### config.mk
export PLATFORM = sky130hd
export DESIGN_NAME = frd_top
export DESIGN_NICKNAME = d
export VERILOG_FILES = /design/src/hw/frd_pkg.sv /design/src/hw/frd_top.sv /design/src/hw/frd_history.sv
export SDC_FILE = /design/constraint.sdc
export NUM_CORES = 1
export LEC_CHECK = 0
export ABC_AREA = 1
export BUFFER_PORTS_ARGS = -buffer_cell sky130_fd_sc_hd__buf_4
export CAP_MARGIN = 25
export CORE_AREA = 2 2 152 154
export DETAILED_ROUTE_END_ITERATION = 8
export DIE_AREA = 0 0 154 156
export HOLD_SLACK_MARGIN = 0.02
export PLACE_DENSITY = 0.75
export SLEW_MARGIN = 40
export SYNTH_ARGS = -nofsm -noshare
export SYNTH_HDL_FRONTEND = slang
export SYNTH_SLANG_ARGS = --single-unit
export TNS_END_PERCENT = 10
### constraint.sdc
create_clock -name core_clk_i -period 14.3 [get_ports core_clk_i]
set_input_delay 0.715 -clock core_clk_i [delete_from_list [all_inputs] [get_ports core_clk_i]]
set_output_delay 0.715 -clock core_clk_i [all_outputs]
set_load 0.05 [all_outputs]
### src/hw/frd_pkg.sv
`default_nettype none
package frd_pkg;
	localparam int CODE_W       = 16;
	localparam int HIST_DEPTH   = 10;
	localparam int HIST_IDX_W   = 4;
	localparam int NUM_SRC      = 4;
	localparam int SRC_W        = 2;

	// Stop cause codes
	localparam logic [CODE_W-1:0] CODE_NONE     = 16'h0000;
	localparam logic [CODE_W-1:0] CODE_SW_STOP  = 16'ha306;
	localparam logic [CODE_W-1:0] CODE_LIMIT    = 16'ha302;

	// Severity classes
	localparam logic [2:0] CLASS_WARN  = 3'h0;
	localparam logic [2:0] CLASS_QSTOP = 3'h1;
	localparam logic [2:0] CLASS_QOFF  = 3'h2;
	localparam logic [2:0] CLASS_FATAL = 3'h3;
	localparam logic [2:0] CLASS_UNCTL = 3'h4;

	typedef enum logic [4:0] {
		FRD_RUN      = 5'b00001,
		FRD_QSTOP    = 5'b00010,
		FRD_QSTOP_OFF = 5'b00100,
		FRD_FAULT    = 5'b01000,
		FRD_LOCKED   = 5'b10000
	} frd_state_type;

	typedef struct packed {
		logic              valid;
		logic [2:0]        severity;
		logic [CODE_W-1:0] code;
	} frd_event_type;

	typedef struct packed {
		logic amp_enable;
		logic quick_stop;
		logic fault;
		logic warning;
	} frd_resp_type;
endpackage : frd_pkg
`default_nettype wire

### src/hw/frd_top.sv
// Behaviour
// - Class 0 warns only, motion continues.
// - Class 1 quick stop, amplifier stays on.
// - Class 2 quick stop, then switch off.
// - Class 3 switches off immediately.
// - Class 4 switches off, latched till power-off.
// - Limit switch quick stops, logged everywhere.
// - Class 1 error quick stops, logged everywhere.
// - Class above 1 faults, logged everywhere.
// - Report fixed power removal input source.
// - Keep last stop cause, ten-entry history.
`default_nettype none
module frd_top (
	input  wire logic                  core_clk_i,
	input  wire logic                  rst_i,
	input  wire frd_pkg::frd_event_type err_evt_i,
	input  wire logic                  sw_stop_i,
	input  wire logic                  positive_limit_switch,
	input  wire logic                  negative_limit_switch_i,
	input  wire logic                  power_removal_input_a,
	input  wire logic                  power_removal_input_b,
	input  wire logic                  standstill_i,
	input  wire logic                  fault_reset_i,
	output frd_pkg::frd_resp_type      resp_o,
	output frd_pkg::frd_state_type     state_o,
	output logic [frd_pkg::CODE_W-1:0] last_stop_cause_o,
	output logic [frd_pkg::HIST_DEPTH-1:0][frd_pkg::CODE_W-1:0] hist_o,
	output logic                       pwr_removed_a_o,
	output logic                       pwr_removed_b_o
);
	logic [2:0] sync_pos;
	logic [2:0] sync_neg;
	logic [1:0] sync_pa;
	logic [1:0] sync_pb;
	logic [1:0] sync_stand;
	logic       pos_d;
	logic       neg_d;
	logic       pos_rise;
	logic       neg_rise;

	// Limit pins: two-stage sync, third stage for edge detection
	always_ff @(posedge core_clk_i or posedge rst_i) begin
		if (rst_i) begin
			sync_pos <= '0;
			sync_neg <= '0;
		end else begin
			sync_pos <= {sync_pos[1:0], positive_limit_switch};
			sync_neg <= {sync_neg[1:0], negative_limit_switch_i};
		end
	end

	// Safety inputs start at healthy high level, no false report
	always_ff @(posedge core_clk_i or posedge rst_i) begin
		if (rst_i) begin
			sync_pa <= '1;
			sync_pb <= '1;
		end else begin
			sync_pa <= {sync_pa[0], power_removal_input_a};
			sync_pb <= {sync_pb[0], power_removal_input_b};
		end
	end

	// Standstill from the power stage
	always_ff @(posedge core_clk_i or posedge rst_i) begin
		if (rst_i) begin
			sync_stand <= '0;
		end else begin
			sync_stand <= {sync_stand[0], standstill_i};
		end
	end
	assign pos_d    = sync_pos[2];
	assign neg_d    = sync_neg[2];
	assign pos_rise = sync_pos[1] & ~pos_d;
	assign neg_rise = sync_neg[1] & ~neg_d;

	// Event sources: 0 error, 1 positive limit, 2 negative limit, 3 software stop
	frd_pkg::frd_event_type [frd_pkg::NUM_SRC-1:0] evt;
	logic [frd_pkg::NUM_SRC-1:0] push;
	always_comb begin
		evt[0]          = err_evt_i;
		evt[1].valid    = pos_rise;
		evt[1].severity = frd_pkg::CLASS_QSTOP;
		evt[1].code     = frd_pkg::CODE_LIMIT;
		evt[2].valid    = neg_rise;
		evt[2].severity = frd_pkg::CLASS_QSTOP;
		evt[2].code     = frd_pkg::CODE_LIMIT;
		evt[3].valid    = sw_stop_i;
		evt[3].severity = frd_pkg::CLASS_QSTOP;
		evt[3].code     = frd_pkg::CODE_SW_STOP;
		// Warnings are logged in the history too; software stop skips the history
		push[0] = err_evt_i.valid;
		push[1] = pos_rise;
		push[2] = neg_rise;
		push[3] = 1'b0;
	end

	// Most severe stopping event among the simultaneous ones
	logic       any_stop;
	logic [2:0] worst_sev;
	logic [frd_pkg::CODE_W-1:0] worst_code;
	always_comb begin
		any_stop   = 1'b0;
		worst_sev  = frd_pkg::CLASS_WARN;
		worst_code = frd_pkg::CODE_NONE;
		for (int s = 0; s < frd_pkg::NUM_SRC; s++) begin
			if (evt[s].valid && evt[s].severity != frd_pkg::CLASS_WARN &&
			    (!any_stop || evt[s].severity > worst_sev)) begin
				any_stop   = 1'b1;
				worst_sev  = evt[s].severity;
				worst_code = evt[s].code;
			end
		end
	end

	logic warn_evt;
	assign warn_evt = err_evt_i.valid && err_evt_i.severity == frd_pkg::CLASS_WARN;

	frd_pkg::frd_state_type state;
	frd_pkg::frd_state_type next_state;

	always_comb begin
		next_state = state;
		case (state)
			frd_pkg::FRD_LOCKED: begin
				next_state = frd_pkg::FRD_LOCKED;
			end
			frd_pkg::FRD_QSTOP_OFF: begin
				if (any_stop && worst_sev >= frd_pkg::CLASS_UNCTL) begin
					next_state = frd_pkg::FRD_LOCKED;
				end else if (any_stop && worst_sev == frd_pkg::CLASS_FATAL) begin
					next_state = frd_pkg::FRD_FAULT;
				end else if (sync_stand[1]) begin
					next_state = frd_pkg::FRD_FAULT;
				end
			end
			frd_pkg::FRD_RUN, frd_pkg::FRD_QSTOP, frd_pkg::FRD_FAULT: begin
				if (state != frd_pkg::FRD_RUN && fault_reset_i && !any_stop) begin
					next_state = frd_pkg::FRD_RUN;
				end
				if (any_stop) begin
					case (worst_sev)
						frd_pkg::CLASS_QSTOP: begin
							if (state == frd_pkg::FRD_RUN) begin
								next_state = frd_pkg::FRD_QSTOP;
							end
						end
						frd_pkg::CLASS_QOFF: begin
							if (state != frd_pkg::FRD_FAULT) begin
								next_state = frd_pkg::FRD_QSTOP_OFF;
							end
						end
						frd_pkg::CLASS_FATAL: begin
							next_state = frd_pkg::FRD_FAULT;
						end
						default: begin
							next_state = frd_pkg::FRD_LOCKED;
						end
					endcase
				end
			end
			default: begin
				next_state = frd_pkg::FRD_FAULT;
			end
		endcase
	end

	always_ff @(posedge core_clk_i or posedge rst_i) begin
		if (rst_i) begin
			state <= frd_pkg::FRD_RUN;
		end else begin
			state <= next_state;
		end
	end

	// Responses registered from the next state, warning registered from the class 0 warning event
	always_ff @(posedge core_clk_i or posedge rst_i) begin
		if (rst_i) begin
			resp_o  <= '0;
			state_o <= frd_pkg::FRD_RUN;
		end else begin
			state_o             <= next_state;
			resp_o.amp_enable   <= next_state == frd_pkg::FRD_RUN ||
			                       next_state == frd_pkg::FRD_QSTOP ||
			                       next_state == frd_pkg::FRD_QSTOP_OFF;
			resp_o.quick_stop   <= next_state == frd_pkg::FRD_QSTOP ||
			                       next_state == frd_pkg::FRD_QSTOP_OFF;
			resp_o.fault        <= next_state == frd_pkg::FRD_FAULT ||
			                       next_state == frd_pkg::FRD_LOCKED;
			resp_o.warning      <= warn_evt;
		end
	end

	// Last stop cause follows the most severe new stop event
	always_ff @(posedge core_clk_i or posedge rst_i) begin
		if (rst_i) begin
			last_stop_cause_o <= frd_pkg::CODE_NONE;
		end else if (any_stop) begin
			last_stop_cause_o <= worst_code;
		end
	end

	// Fixed input assignment, no configuration
	always_ff @(posedge core_clk_i or posedge rst_i) begin
		if (rst_i) begin
			pwr_removed_a_o <= 1'b0;
			pwr_removed_b_o <= 1'b0;
		end else begin
			pwr_removed_a_o <= ~sync_pa[1];
			pwr_removed_b_o <= ~sync_pb[1];
		end
	end

	frd_history u_hist (
		.core_clk_i (core_clk_i),
		.rst_i      (rst_i),
		.push_i     (push),
		.evt_i      (evt),
		.hist_o     (hist_o)
	);
endmodule : frd_top
`default_nettype wire

### src/hw/frd_history.sv
`default_nettype none
module frd_history (
	input  wire logic                       core_clk_i,
	input  wire logic                       rst_i,
	input  wire logic [frd_pkg::NUM_SRC-1:0] push_i,
	input  wire frd_pkg::frd_event_type [frd_pkg::NUM_SRC-1:0] evt_i,
	output logic [frd_pkg::HIST_DEPTH-1:0][frd_pkg::CODE_W-1:0] hist_o
);
	logic [frd_pkg::HIST_DEPTH-1:0][frd_pkg::CODE_W-1:0] next_hist;

	// Shift in each pushed event, lowest source first, newest at slot 0
	always_comb begin
		next_hist = hist_o;
		for (int s = 0; s < frd_pkg::NUM_SRC; s++) begin
			if (push_i[s]) begin
				for (int k = frd_pkg::HIST_DEPTH-1; k > 0; k--) begin
					next_hist[k] = next_hist[k-1];
				end
				next_hist[0] = evt_i[s].code;
			end
		end
	end

	always_ff @(posedge core_clk_i or posedge rst_i) begin
		if (rst_i) begin
			hist_o <= '0;
		end else begin
			hist_o <= next_hist;
		end
	end
endmodule : frd_history
`default_nettype wire

After elaboration in Yosys (flattened, before gate mapping) --
Index checks and enable logic that the tools add are counted.
Cells by class: reduce and logical (&&, ||, !) cells 24, $add $sub $neg 0, order comparisons 4, equal/unequal tests 15, bitwise gates (word level) 6, multiply operators 0, shift operators 0, mux-type cells 24, divide/modulo/power cells 0
Operators with widths (number):
- 2-to-1 mux 160 bit | 3
- 2-to-1 mux 16 bit | 4
- 2-to-1 mux 5 bit | 7
- case mux 5 bit (3 select lines) | 2
- 2-to-1 mux 3 bit | 4
- == test 5 x 1 -> 1 bit, second input constant | 2
- == test 5 x 2 -> 1 bit, second input constant | 2
- == test 5 x 3 -> 1 bit, second input constant | 2
- == test 5 x 4 -> 1 bit, second input constant | 2
- == test 5 bit, second input constant | 2
- greater-than comparator 1 x 3 -> 1 bit, first input constant | 3
- logical AND 1 bit | 9
- logical OR 1 bit | 7
- == test 3 x 2 -> 1 bit, second input constant | 2
- nonzero test 3 bit | 2
- != test 5 x 1 -> 1 bit, second input constant | 1
- != test 5 x 4 -> 1 bit, second input constant | 1
- logical NOT 1 bit | 4
- 2-to-1 mux 1 bit | 4
- NOT 1 bit | 4
- == test 3 x 1 -> 1 bit, second input constant | 1
- greater-or-equal comparator 3 bit, second input constant | 1
- logical NOT 3 bit | 1
- OR reduction 3 bit | 1
- AND 1 bit | 2
Word-level totals: memory bits (read-only) 0, register bits 199, memories 0, logic and storage cells 96, latch bits 0, input port bits 29, output and inout bits 187, RAM bits 0

Depth between registers and ports, before layout --
Gate-level depths: netlist of the first run.
depth after elaboration 25, mapped depth 11, mapped depth without buffers 11

Cells and area by module --
A second synthesis of the first run with hierarchy kept.
Second synthesis, totals: cells, all modules 2102, area, all modules 13354.1 µm²
By module, submodules not included:
- frd_history | area each 11698.7 µm², seq. area each 4003.8 µm², instances 1, cells an instance 1935
- frd_top | area each 1655.3 µm², seq. area each 982.2 µm², instances 1, cells an instance 167

Least setup slack after synthesis of the first run --
Ideal clock, no wire load.
path kind in2reg, start point input port err_evt_i[19] (netlist name), end point register u_hist.hist_o[155] (netlist name), data required time 14179 ps, data arrival time 1647 ps, setup slack 12532 ps, path buffers 3, setup time 121 ps, stages on the path 8, cell sequence buf_6 buf_6 buf_6 o21ai_0 nand2_1 o21ai_2 nand2_1 a22o_1
Between the ends: longest elaborated chain between the ends 3, elaborated cells on any way between the ends 4, those cells by class 3 x mux; 1 x reduce/logical
RTL lines:
- start: declaration | RTL line frd_top.sv:16 | input wire frd_pkg::frd_event_type err_evt_i,
- 2-to-1 mux 160 bit (3 in a row) | RTL line frd_history.sv:15 | if (push_i[s]) begin
- end signal: assignment | RTL line frd_history.sv:28 | hist_o <= next_hist;
- end: declaration | RTL line frd_history.sv:7 | output logic [frd_pkg::HIST_DEPTH-1:0][frd_pkg::CODE_W-1:0] hist_o
Several ways; a longest one is shown, not always the timed one. The select of a mux whose other input is x is not followed. A chain may end at the register's enable or synchronous reset.

Worst setup path in the final report of the first run --
start point register sync_pos[2], end point register resp_o[3] (netlist name)
Between the ends: longest elaborated chain between the ends 22, elaborated cells on any way between the ends 38, those cells by class 3 x order compare; 6 x eq/ne; 14 x mux; 2 x bitwise; 13 x reduce/logical
RTL lines:
- start: declaration | RTL line frd_top.sv:31 | logic [2:0] sync_pos;
- start signal: assignment | RTL line frd_top.sv:47 | sync_pos <= {sync_pos[1:0], positive_limit_switch};
- NOT 1 bit * | RTL line frd_top.sv:73 | assign pos_rise = sync_pos[1] & ~pos_d;
- AND 1 bit * | RTL line frd_top.sv:73
- logical AND 1 bit * | RTL line frd_top.sv:106 | if (evt[s].valid && evt[s].severity != frd_pkg::CLASS_WARN &&
- 2-to-1 mux 3 bit / 2-to-1 mux 1 bit (equally long branches) | RTL line frd_top.sv:106
- greater-than comparator 1 x 3 -> 1 bit / logical NOT 1 bit (equally long branches) | RTL line frd_top.sv:107 | (!any_stop || evt[s].severity > worst_sev)) begin
- logical OR 1 bit | RTL line frd_top.sv:107
- logical AND 1 bit | RTL line frd_top.sv:106
- 2-to-1 mux 3 bit / 2-to-1 mux 1 bit (equally long branches) | RTL line frd_top.sv:106
- [6 not listed]
- 2-to-1 mux 5 bit | RTL line frd_top.sv:137 | if (state != frd_pkg::FRD_RUN && fault_reset_i && !any_stop) begin
- 2-to-1 mux 5 bit, on equally long branches | RTL line frd_top.sv:148, frd_top.sv:143
- case mux 5 bit (3 select lines) | RTL line frd_top.sv:141 | case (worst_sev)
- 2-to-1 mux 5 bit | RTL line frd_top.sv:140 | if (any_stop) begin
- case mux 5 bit (3 select lines) * | RTL line frd_top.sv:123 | case (state)
- == test 5 x 1 -> 1 bit / == test 5 x 2 -> 1 bit (equally long branches) | RTL line frd_top.sv:182, frd_top.sv:183
- logical OR 1 bit | RTL line frd_top.sv:182 | resp_o.amp_enable <= next_state == frd_pkg::FRD_RUN ||
- logical OR 1 bit * | RTL line frd_top.sv:183 | next_state == frd_pkg::FRD_QSTOP ||
- end: declaration | RTL line frd_top.sv:24 | output frd_pkg::frd_resp_type resp_o,
Every way passes the cells marked *; elsewhere a longest branch is shown, timed or not.

==> results of run 1 <==
## worst max path at each step
stage | startpoint | endpoint | slack (ps)
after floorplan | rst_i | last_stop_cause_o[0]$_DFFE_PP0N_ | 8170
after global placement | sync_pos[2]$_DFF_PP0_ | resp_o[3]$_DFF_PP0_ | 10610
after detailed placement | sync_pos[2]$_DFF_PP0_ | resp_o[3]$_DFF_PP0_ | 10570
after CTS | sync_pos[2]$_DFF_PP0_ | resp_o[3]$_DFF_PP0_ | 10560
after global routing | sync_pos[2]$_DFF_PP0_ | resp_o[3]$_DFF_PP0_ | 10450
final | sync_pos[2]$_DFF_PP0_ | resp_o[3]$_DFF_PP0_ | 10790
## cell usage in the layout, fill, tap and decap left out, drive strengths merged
| cell type | instances |
|---|---|
| dfstp | 5 |
| o211ai | 13 |
| mux2i | 112 |
| nand3 | 147 |
| a31oi | 4 |
| dfrtp | 194 |
| a21oi | 3 |
| a22o | 14 |
| nand2 | 437 |
| o21ai | 201 |
| bufinv | 2 |
| nand3b | 1 |
| clkinv | 7 |
| clkbuf | 19 |
| nor2 | 30 |
| nor3 | 1 |
| o22ai | 5 |
| nand4 | 7 |
| clkinvlp | 2 |
| inv | 57 |
| a21boi | 1 |
| buf | 226 |
| xnor2 | 1 |
## cell type report
| cell class | instances | area, um2 |
|---|---|---|
| well taps | 285 | 357 |
| multi-input cells | 977 | 5050 |
| fillers | 2036 | 9440 |
| clock inverters | 13 | 145 |
| flip-flops and latches | 199 | 4990 |
| repair buffers | 226 | 1720 |
| clock buffers | 19 | 443 |
| inverters | 55 | 223 |
## power by group
part           leakage [nW]  internal (mW)  switching [mW]
Combinational          3.75          0.243           0.618
Clock                 0.286          0.265           0.223
Sequential             2.36          0.662          0.0789
## critical path: stages, from the launching register on
cell and delay, ps:
dfrtp_1 400, nor2_4 110, buf_6 490, clkinv_2 790, nand3_2 530, clkinv_1 440
o21ai_1 200, nand4_1 160, o21ai_1 150, nand3b_1 130
## per-layer routing
metal,part of all wire [%],vias to the layer above
met3,6.6,22
met4,0.87,0
met1,49,4371
li1,-,4777
met2,44,288
met5,0,-
## kinds of logic (layout without fill, tap and decap cells)
logic type | Yosys count | count (layout) | synth area share (%)
DFF | 199 | 199 | 46.4
and+or+nand+nor | 623 | 623 | 24.3
muxes | 112 | 112 | 10.4
buffers and inverters | 148 | 313 | 6.68
AOI/OAI and AO/OA | 241 | 241 | 12.2
xor gates and xnor gates | 1 | 1 | 0.0814
## state kept, by name (all words and copies together), names as in the netlist
register / count
sync_pb: 2
u_hist.hist_o: 160
sync_pos: 3
resp_o: 4
sync_pa: 2
pwr_removed_a_o: 1
sync_stand: 2
sync_neg: 3
last_stop_cause_o: 16
pwr_removed_b_o: 1
state_o: 5
## metrics by stage
stage	setup slack (ps)	cell area, um2	util, %	total power [mW]	hold slack [ps]
CTS	10560	12900	57.7	2.10	353
global route	10450	12900	57.8	2.19	354
finish	10790	12900	57.8	2.09	352
floorplan	8170	10800	-	1.35	331
global placement	10610	12300	55.0	1.59	333
detailed placement	10570	12300	55.1	1.61	336
==> flow_metrics.py, run 1 <==
metrics = {
    "outcome": {
        "run_status": "finished clean",
    },
    "cts": {
        "numCtsBuffers": 17,
        "clock_path_buffers": 2,
        "clock-sinks": 199,
        "cts-root-buf": "clkbuf_16",
        "clock_latency_ps": 430,
        "post_cts.repair.setup_buffers": 0,
        "h-tree-depth": 4,
        "tritoncts": "built",
        "cts_resized": 0,
        "clk_pin_slew_worst_paths_ps": 70,
        "ctsHoldBuffers": 0,
    },
    "sta": {
        "rsz0062_at_grt": "false",
        "worst_pin_slew_ps": 827,
        "worst_slew_margin_rel_pct": 44.9,
        "fmax_mhz": 285,
        "setup_violations": 0,
        "finalHoldViolCount": 0,
        "fin_crit_sh_pct": 24.5,
        "final_max_slew_viol_count": 0,
        "fin_skew_ps": 9.12,
        "fin_tns_setup_ps": 0,
        "fin_crit_ps": 3510,
    },
    "global_route": {
        "grt_usage_pct": 23.8,
        "grt_remaining_overflow": 0,
        "gr-usage-met1_pct": 35.9,
        "grt_pass1_vias": 8740,
        "gr-usage-met2_pct": 34.8,
        "grt_pass1_wl_mm": 46.5,
        "grt_antenna_before_repair": 0,
        "grtUsageMet3_pct": 5.89,
        "grt_start_max_net_pins": 128,
        "busiest_layer": "met1",
    },
    "floorplanning": {
        "dieArea_mm2": 0.0240,
        "core_area_mm2": 0.0224,
        "die_w_um": 154,
        "rows": 55,
        "ios": 216,
        "chipHeight_um": 156,
        "start_util_pct": 48.1,
    },
    "routing": {
        "drc": 0,
        "vias": 9458,
        "ant_nets": 0,
        "viasPerCell": 5.33,
        "first_pass_iters": 7,
        "drtIter0Drc": 888,
        "routed_wl_mm": 29.0,
        "post_drt_wl_per_cell_um": 16.3,
    },
    "yosys": {
        "yosysWarnings": 0,
        "yosysUniqueCellTypes": 32,
        "synth_most_common_cell": "nand2_1",
        "avgSynthCellArea_um2": 8.12,
        "ys_seq_area_share_pct": 46.4,
        "synth_common_cells": "433 x nand2_1, 194 x dfrtp_1, 160 x o21ai_0",
        "synth_edf_count": 0,
        "ys_async_sr_fraction_pct": 100,
        "synth_top_area_share_pct": 45.1,
        "yosysTopAreaCell": "dfrtp_1",
        "synth_nets": 1353,
        "syn_inst": 1324,
        "netlist_area_mm2": 0.0108,
        "ys_ff_latch": 199,
        "yosys-top-cells-area": "dfrtp_1 45%, nand2_1 15%, mux2i_1 10%",
        "synthFlopType": "dfrtp_1",
    },
    "critical_path": {
        "cp-end-kind": "flip-flop",
        "reg2reg_from": "sync_pos[2]$_DFF_PP0_",
        "path_max_fanout": 95,
        "crit_type": "flip-flop to flip-flop",
        "cp.arrival_ps": 3880,
        "startpoint_type": "flip-flop",
        "r2r_slack_ps": 10790,
        "reg2reg_to": "resp_o[3]$_DFF_PP0_",
        "crit_required_ps": 14670,
        "ff2ff_path_depth": 9,
    },
    "flow_run": {
        "drv_cap": 0,
    },
    "placed_design": {
        "port_buffers": 215,
        "placed_cells_incl_taps": 1741,
        "dp_hpwl_mm": 18.8,
        "gp_congestion": 0.852,
    },
    "layout": {
        "final_cells": 1774,
        "antenna_cells": 0,
        "nets": 1505,
        "area_growth_pct": 20.2,
        "drive_above_1_share_pct": 18.9,
    },
    "hold_path": {
        "hp-class": "flip-flop to flip-flop",
        "hold_path_depth": 0,
        "hp-start": "sync_stand[0]$_DFF_PP0_",
        "hold_end": "sync_stand[1]$_DFF_PP0_",
    },
    "power_and_ir_drop": {
        "p_leak_nw": 6.39,
        "powerDensity_mw_per_mm2": 162,
        "irDropWorstVdd_mv": 0.0983,
    },
}
No activity file was read; power rests on OpenSTA's default activity.
==> run 2, diff against run 1 <==
- PLACE_DENSITY: 0.75 -> 0.78
- clock period: 14.3 -> 3.15 ns (I/O delays scaled with it)
==> run 2 against run 1 <==
Against the previous run:
- via count grew 2.3%
- power grew to 4.5 times the previous value
- critical path depth up 3
- sequential share of layout area fell by 0.96 points
- routed wire length up 2.6%
==> flow_metrics.py, run 2 (synthesis results as in run 1) <==
metrics = {
    "cts": {
        "tritoncts": "built",
        "cts-root-buf": "clkbuf_16",
        "clock_path_buffers": 2,
        "clock-sinks": 199,
        "cts_resized": 0,
        "numCtsBuffers": 17,
        "h-tree-depth": 4,
        "clock_latency_ps": 430,
        "clk_pin_slew_worst_paths_ps": 80,
        "ctsHoldBuffers": 25,
        "post_cts.repair.setup_buffers": 0,
    },
    "layout": {
        "area_growth_pct": 23.3,
        "top_register": "u_hist.hist_o",
        "drive_above_1_share_pct": 18.8,
        "largest_reg_flops": 160,
        "reg_top3": "u_hist.hist_o: 160 flops, last_stop_cause_o: 16 flops, state_o: 5 flops",
        "nets": 1536,
        "antenna_cells": 0,
        "final_common_cell": "nand2_1",
        "layout_common_cells": "433 x nand2_1, 224 x buf_4, 194 x dfrtp_1, 160 x o21ai_0, 146 x nand3_1",
        "fin_util_pct": 59.3,
        "fillers": 1977,
    },
    "placed_design": {
        "dp_hpwl_mm": 20.0,
        "post-place-ws_ps": 1070,
        "gp_congestion": 0.808,
        "port_buffers": 215,
    },
    "sta": {
        "fin_skew_ps": 12.2,
        "worst_pin_slew_ps": 888,
        "fin_crit_ps": 2490,
        "finalHoldViolCount": 0,
        "fin_crit_sh_pct": 79.0,
        "rsz0062_at_grt": "false",
        "fmax_mhz": 402,
        "worst_slew_margin_rel_pct": 40.8,
        "fin_tns_setup_ps": 0,
        "setup_violations": 0,
        "setup_ws_ps": 660,
        "final_max_slew_viol_count": 0,
    },
    "outcome": {
        "run_status": "finished clean",
    },
    "routing": {
        "post_drt_wl_per_cell_um": 16.5,
        "drc": 0,
        "routed_wl_mm": 29.8,
        "vias": 9673,
        "first_pass_iters": 5,
        "viasPerCell": 5.36,
        "dr_wl_met3_mm": 2.24,
        "top_layer": "met4",
        "drtIter0Drc": 949,
        "ant_nets": 0,
        "wl_met2_mm": 12.9,
        "wl_met1_mm": 14.1,
    },
    "critical_path": {
        "worstPathCellList": "dlygate4sd3_1 -> buf_4 -> nor2_2 -> dlygate4sd3_1 -> nand2_2 -> nand2_4 -> nand3_2 -> clkinv_1 -> o21ai_1 -> nand4_1 -> o21ai_1 -> nand3b_1",
        "path_delay_family": "buffers and inverters",
        "crit_slowest_cell": "dlygate4sd3_1",
        "crit_type": "input pin to flip-flop",
        "cp_num_buf_inv": 4,
        "path_max_fanout": 14,
        "cp-end-kind": "flip-flop",
        "cp.arrival_ps": 2860,
        "crit_required_ps": 3520,
        "slowest_delay_ps": 550,
        "cp_num_cells": 12,
        "r2r_slack_ps": 1090,
        "ff2ff_path_depth": 5,
        "startpoint_type": "input pin",
    },
    "floorplanning": {
        "dieArea_mm2": 0.0240,
        "start_util_pct": 48.1,
        "die_w_um": 154,
        "ios": 216,
        "core_area_mm2": 0.0224,
        "rows": 55,
        "chipHeight_um": 156,
    },
    "power_and_ir_drop": {
        "power_mw": 9.47,
        "powerDensity_mw_per_mm2": 714,
        "p_leak_nw": 6.53,
        "irDropWorstVdd_mv": 0.376,
    },
    "global_route": {
        "grt_start_max_net_pins": 212,
        "grt_pass1_vias": 9184,
        "grt_usage_pct": 25.0,
        "grt_remaining_overflow": 0,
        "grt_antenna_before_repair": 0,
        "grt_pass1_wl_mm": 48.7,
    },
    "flow_run": {
        "drv_cap": 0,
    },
    "hold_path": {
        "hp-class": "input pin to flip-flop",
        "hold_path_depth": 3,
    },
}
-- run 2: cell count changes in the layout (fill, tap and decap cells not counted), moves of 2 or more --
cell,delta
buf_12,+7
buf_4,+5
buf_6,-6
clkinv_2,-2
dlygate4sd3_1,+25
inv_6,+2
-- run 2: path summary, 6_finish.rpt --
kind | start | to
max | err_evt_i[18] | resp_o[3]$_DFF_PP0_
min | sw_stop_i | last_stop_cause_o[2]$_DFFE_PP0N_
max reg2reg | sync_pos[2]$_DFF_PP0_ | u_hist.hist_o[96]$_DFF_PP0_
min reg2reg | sync_stand[0]$_DFF_PP0_ | sync_stand[1]$_DFF_PP0_
max in group asynchronous | rst_i | sync_pb[1]$_DFF_PP1_
min in group asynchronous | rst_i | resp_o[0]$_DFF_PP0_
-- run 2: metal layers --
metal,vias up,global-route usage (%)
met3,28,6.11
met1,4466,37.3
met2,348,36.2
li1,4831,-
met5,-,0
met4,0,6.68
-- run 2: layout make-up --
type | count | area, um2 | area share [%]
sequential | 199 | 4990 | 37.6
multi-input combinational | 977 | 5050 | 38.1
timing repair buffer | 257 | 2080 | 15.7
clock inverter | 13 | 134 | 1.01
clock buffer | 19 | 433 | 3.27
tap | 285 | 357 | 2.69
inverter | 55 | 214 | 1.61
-- run 2: metrics by stage --
stage | hold slack [ps] | area (um2) | cells
2_1_floorplan | 162 | 10800 | 1324
3_3_place_gp | 269 | 12400 | 1746
3_5_place_dp | 222 | 12400 | 1748
4_1_cts | 46.5 | 13300 | 1805
5_1_grt | 70.2 | 13300 | 1805
6_report | 65.5 | 13300 | 1805
-- run 2: worst register-to-register path: cells and delay by family, from the launching register on --
kind,cells,cell delay [ps]
compound gates,1,200
flops,1,400
buf+inv,1,520
mux,1,120
simple gates,2,670
-- run 2: power breakdown --
part	leakage, nW	internal, mW	switching (mW)	total, mW
clock network	0.273	1.12	1.03	2.15
registers	2.36	3.00	0.372	3.38
logic	3.90	1.13	2.81	3.94
==> run 3, diff against run 2 <==
- PLACE_DENSITY: 0.78 -> 0.75
- clock period: 3.15 -> 2.4 ns (I/O delays scaled with it)
==> run 3 against run 2 <==
Against the previous run:
- register-to-register slack lost 930 ps
- power grew 33%
- critical path depth shrank 4
- sequential share of layout area shrank 0.26 points
- hold slack lost 31 ps
- global-route usage shrank 0.32 points
- sequential cell count is the same
- routed wire length shrank 0.43%
- die area is the same
- combinational power grew 32%
- critical path type is now flip-flop to flip-flop
==> flow_metrics.py, run 3 (synthesis results as in run 1) <==
metrics = {
    "outcome": {
        "run_status": "finished clean",
    },
    "layout": {
        "nets": 1538,
        "layout_common_cells": "433 x nand2_1, 224 x buf_4, 194 x dfrtp_1, 160 x o21ai_0, 146 x nand3_1",
        "largest_reg_flops": 160,
        "final_cells": 1807,
        "area_growth_pct": 24.1,
        "drive_above_1_share_pct": 19.1,
        "antenna_cells": 0,
        "top_register": "u_hist.hist_o",
        "reg_top3": "u_hist.hist_o: 160 flops, last_stop_cause_o: 16 flops, state_o: 5 flops",
        "final_common_cell": "nand2_1",
        "regArea_mm2": 0.00499,
        "fin_area_mm2": 0.0134,
        "multi_input_area_mm2": 0.00505,
        "fin_util_pct": 59.7,
        "fillers": 1947,
    },
    "cts": {
        "cts-root-buf": "clkbuf_16",
        "clock_path_buffers": 2,
        "clock_latency_ps": 440,
        "cts_resized": 0,
        "clock-sinks": 199,
        "tritoncts": "built",
        "numCtsBuffers": 17,
        "clk_pin_slew_worst_paths_ps": 80,
        "h-tree-depth": 4,
    },
    "hold_path": {
        "hp-class": "input pin to flip-flop",
    },
    "critical_path": {
        "cp-end-kind": "flip-flop",
        "crit_required_ps": 2720,
        "worstPathCellList": "nor2_4 -> clkinv_2 -> nand3_2 -> clkinv_1 -> buf_4 -> nand2_1 -> nand3_1 -> dlygate4sd3_1",
        "crit_type": "flip-flop to flip-flop",
        "path_delay_family": "buffers and inverters",
        "path_max_fanout": 13,
        "crit_slowest_cell": "dlygate4sd3_1",
        "cp_num_buf_inv": 4,
        "cp.arrival_ps": 2560,
        "startpoint_type": "flip-flop",
        "slowest_delay_ps": 560,
    },
    "routing": {
        "first_pass_iters": 5,
        "vias": 9763,
        "ant_nets": 0,
        "post_drt_wl_per_cell_um": 16.4,
        "drc": 0,
        "viasPerCell": 5.40,
        "drtIter0Drc": 867,
        "routed_wl_mm": 29.6,
    },
    "floorplanning": {
        "chipHeight_um": 156,
        "ios": 216,
        "start_util_pct": 48.1,
        "core_area_mm2": 0.0224,
        "dieArea_mm2": 0.0240,
        "die_w_um": 154,
        "rows": 55,
    },
    "sta": {
        "worst_slew_margin_rel_pct": 54.9,
        "fin_skew_ps": 12.9,
        "fin_crit_sh_pct": 93.2,
        "rsz0062_at_grt": "false",
        "setup_violations": 0,
        "fmax_mhz": 447,
        "worst_pin_slew_ps": 677,
        "final_max_slew_viol_count": 0,
        "fin_tns_setup_ps": 0,
        "finalHoldViolCount": 0,
        "fin_crit_ps": 2240,
        "hold-worst-slack_ps": 34.5,
    },
    "power_and_ir_drop": {
        "irDropWorstVdd_mv": 0.467,
        "p_leak_nw": 6.58,
        "powerDensity_mw_per_mm2": 943,
    },
    "global_route": {
        "grt_pass1_vias": 9123,
        "grt_start_max_net_pins": 124,
        "grt_pass1_wl_mm": 48.2,
        "grt_antenna_before_repair": 0,
        "grt_remaining_overflow": 0,
        "grt_usage_pct": 24.7,
    },
    "placed_design": {
        "port_buffers": 215,
        "dp_hpwl_mm": 19.6,
        "postPlaceCellArea_mm2": 0.0125,
        "placed_cells_incl_taps": 1751,
        "gp_congestion": 0.810,
    },
    "flow_run": {
        "drv_cap": 0,
    },
}
[run 3: power breakdown]
group	switching (mW)	leakage, nW	total (mW)	internal, mW
logic	3.70	3.93	5.20	1.50
clock network	1.36	0.295	2.96	1.59
registers	0.489	2.36	4.43	3.94
[run 3: metal layers]
layer | track usage [%] | up-vias | share of wire [%]
met5 | 0 | - | 0
met2 | 35.8 | 320 | 43
li1 | - | 4846 | -
met3 | 6.22 | 32 | 6.6
met4 | 6.54 | 0 | 1.9
met1 | 36.7 | 4565 | 48
[run 3: timing repair]
| action | CTS | global route |
|---|---|---|
| endpoints found under the setup margin | 0 | 0 |
| setup buffers | 0 | 0 |
| hold buffers | 24 | 0 |
| hold endpoints to repair | 216 | 0 |
[run 3: worst paths after layout]
path                                          from                               end  slack, ps  depth (start not counted)
max                          sync_pos[2]$_DFF_PP0_  last_stop_cause_o[2]$_DFFE_PP0N_        160                          8
min                                  err_evt_i[18]               resp_o[0]$_DFF_PP0_         30                          4
max reg2reg                  sync_pos[2]$_DFF_PP0_  last_stop_cause_o[2]$_DFFE_PP0N_        160                          8
min reg2reg                sync_stand[0]$_DFF_PP0_           sync_stand[1]$_DFF_PP0_        350                          0
max in group asynchronous                    rst_i       u_hist.hist_o[99]$_DFF_PP0_       1410                          4
min in group asynchronous                    rst_i       u_hist.hist_o[45]$_DFF_PP0_        360                          4
[run 3: area by class of cell]
class,count,share of cell area [%]
clock inverters,14,1.21
multi-input cells,977,37.8
well taps,285,2.67
clock buffers,18,3.29
flip-flops and latches,199,37.3
inverters,55,1.60
repair buffers,259,16.0
[run 3: metrics by stage]
stage	setup WS [ps]	total power [mW]
floorplan	-290	8.04
global placement	689	9.55
detailed placement	607	9.63
CTS	210	12.6
global route	71.0	13.2
finish	164	12.6
[run 3: worst register-to-register path, delay by kind of cell (launching register included)]
family / cells / cell delay (ps)
flip-flops: 1 / 400
AND/OR/NAND/NOR: 4 / 630
buffers and inverters: 4 / 1110
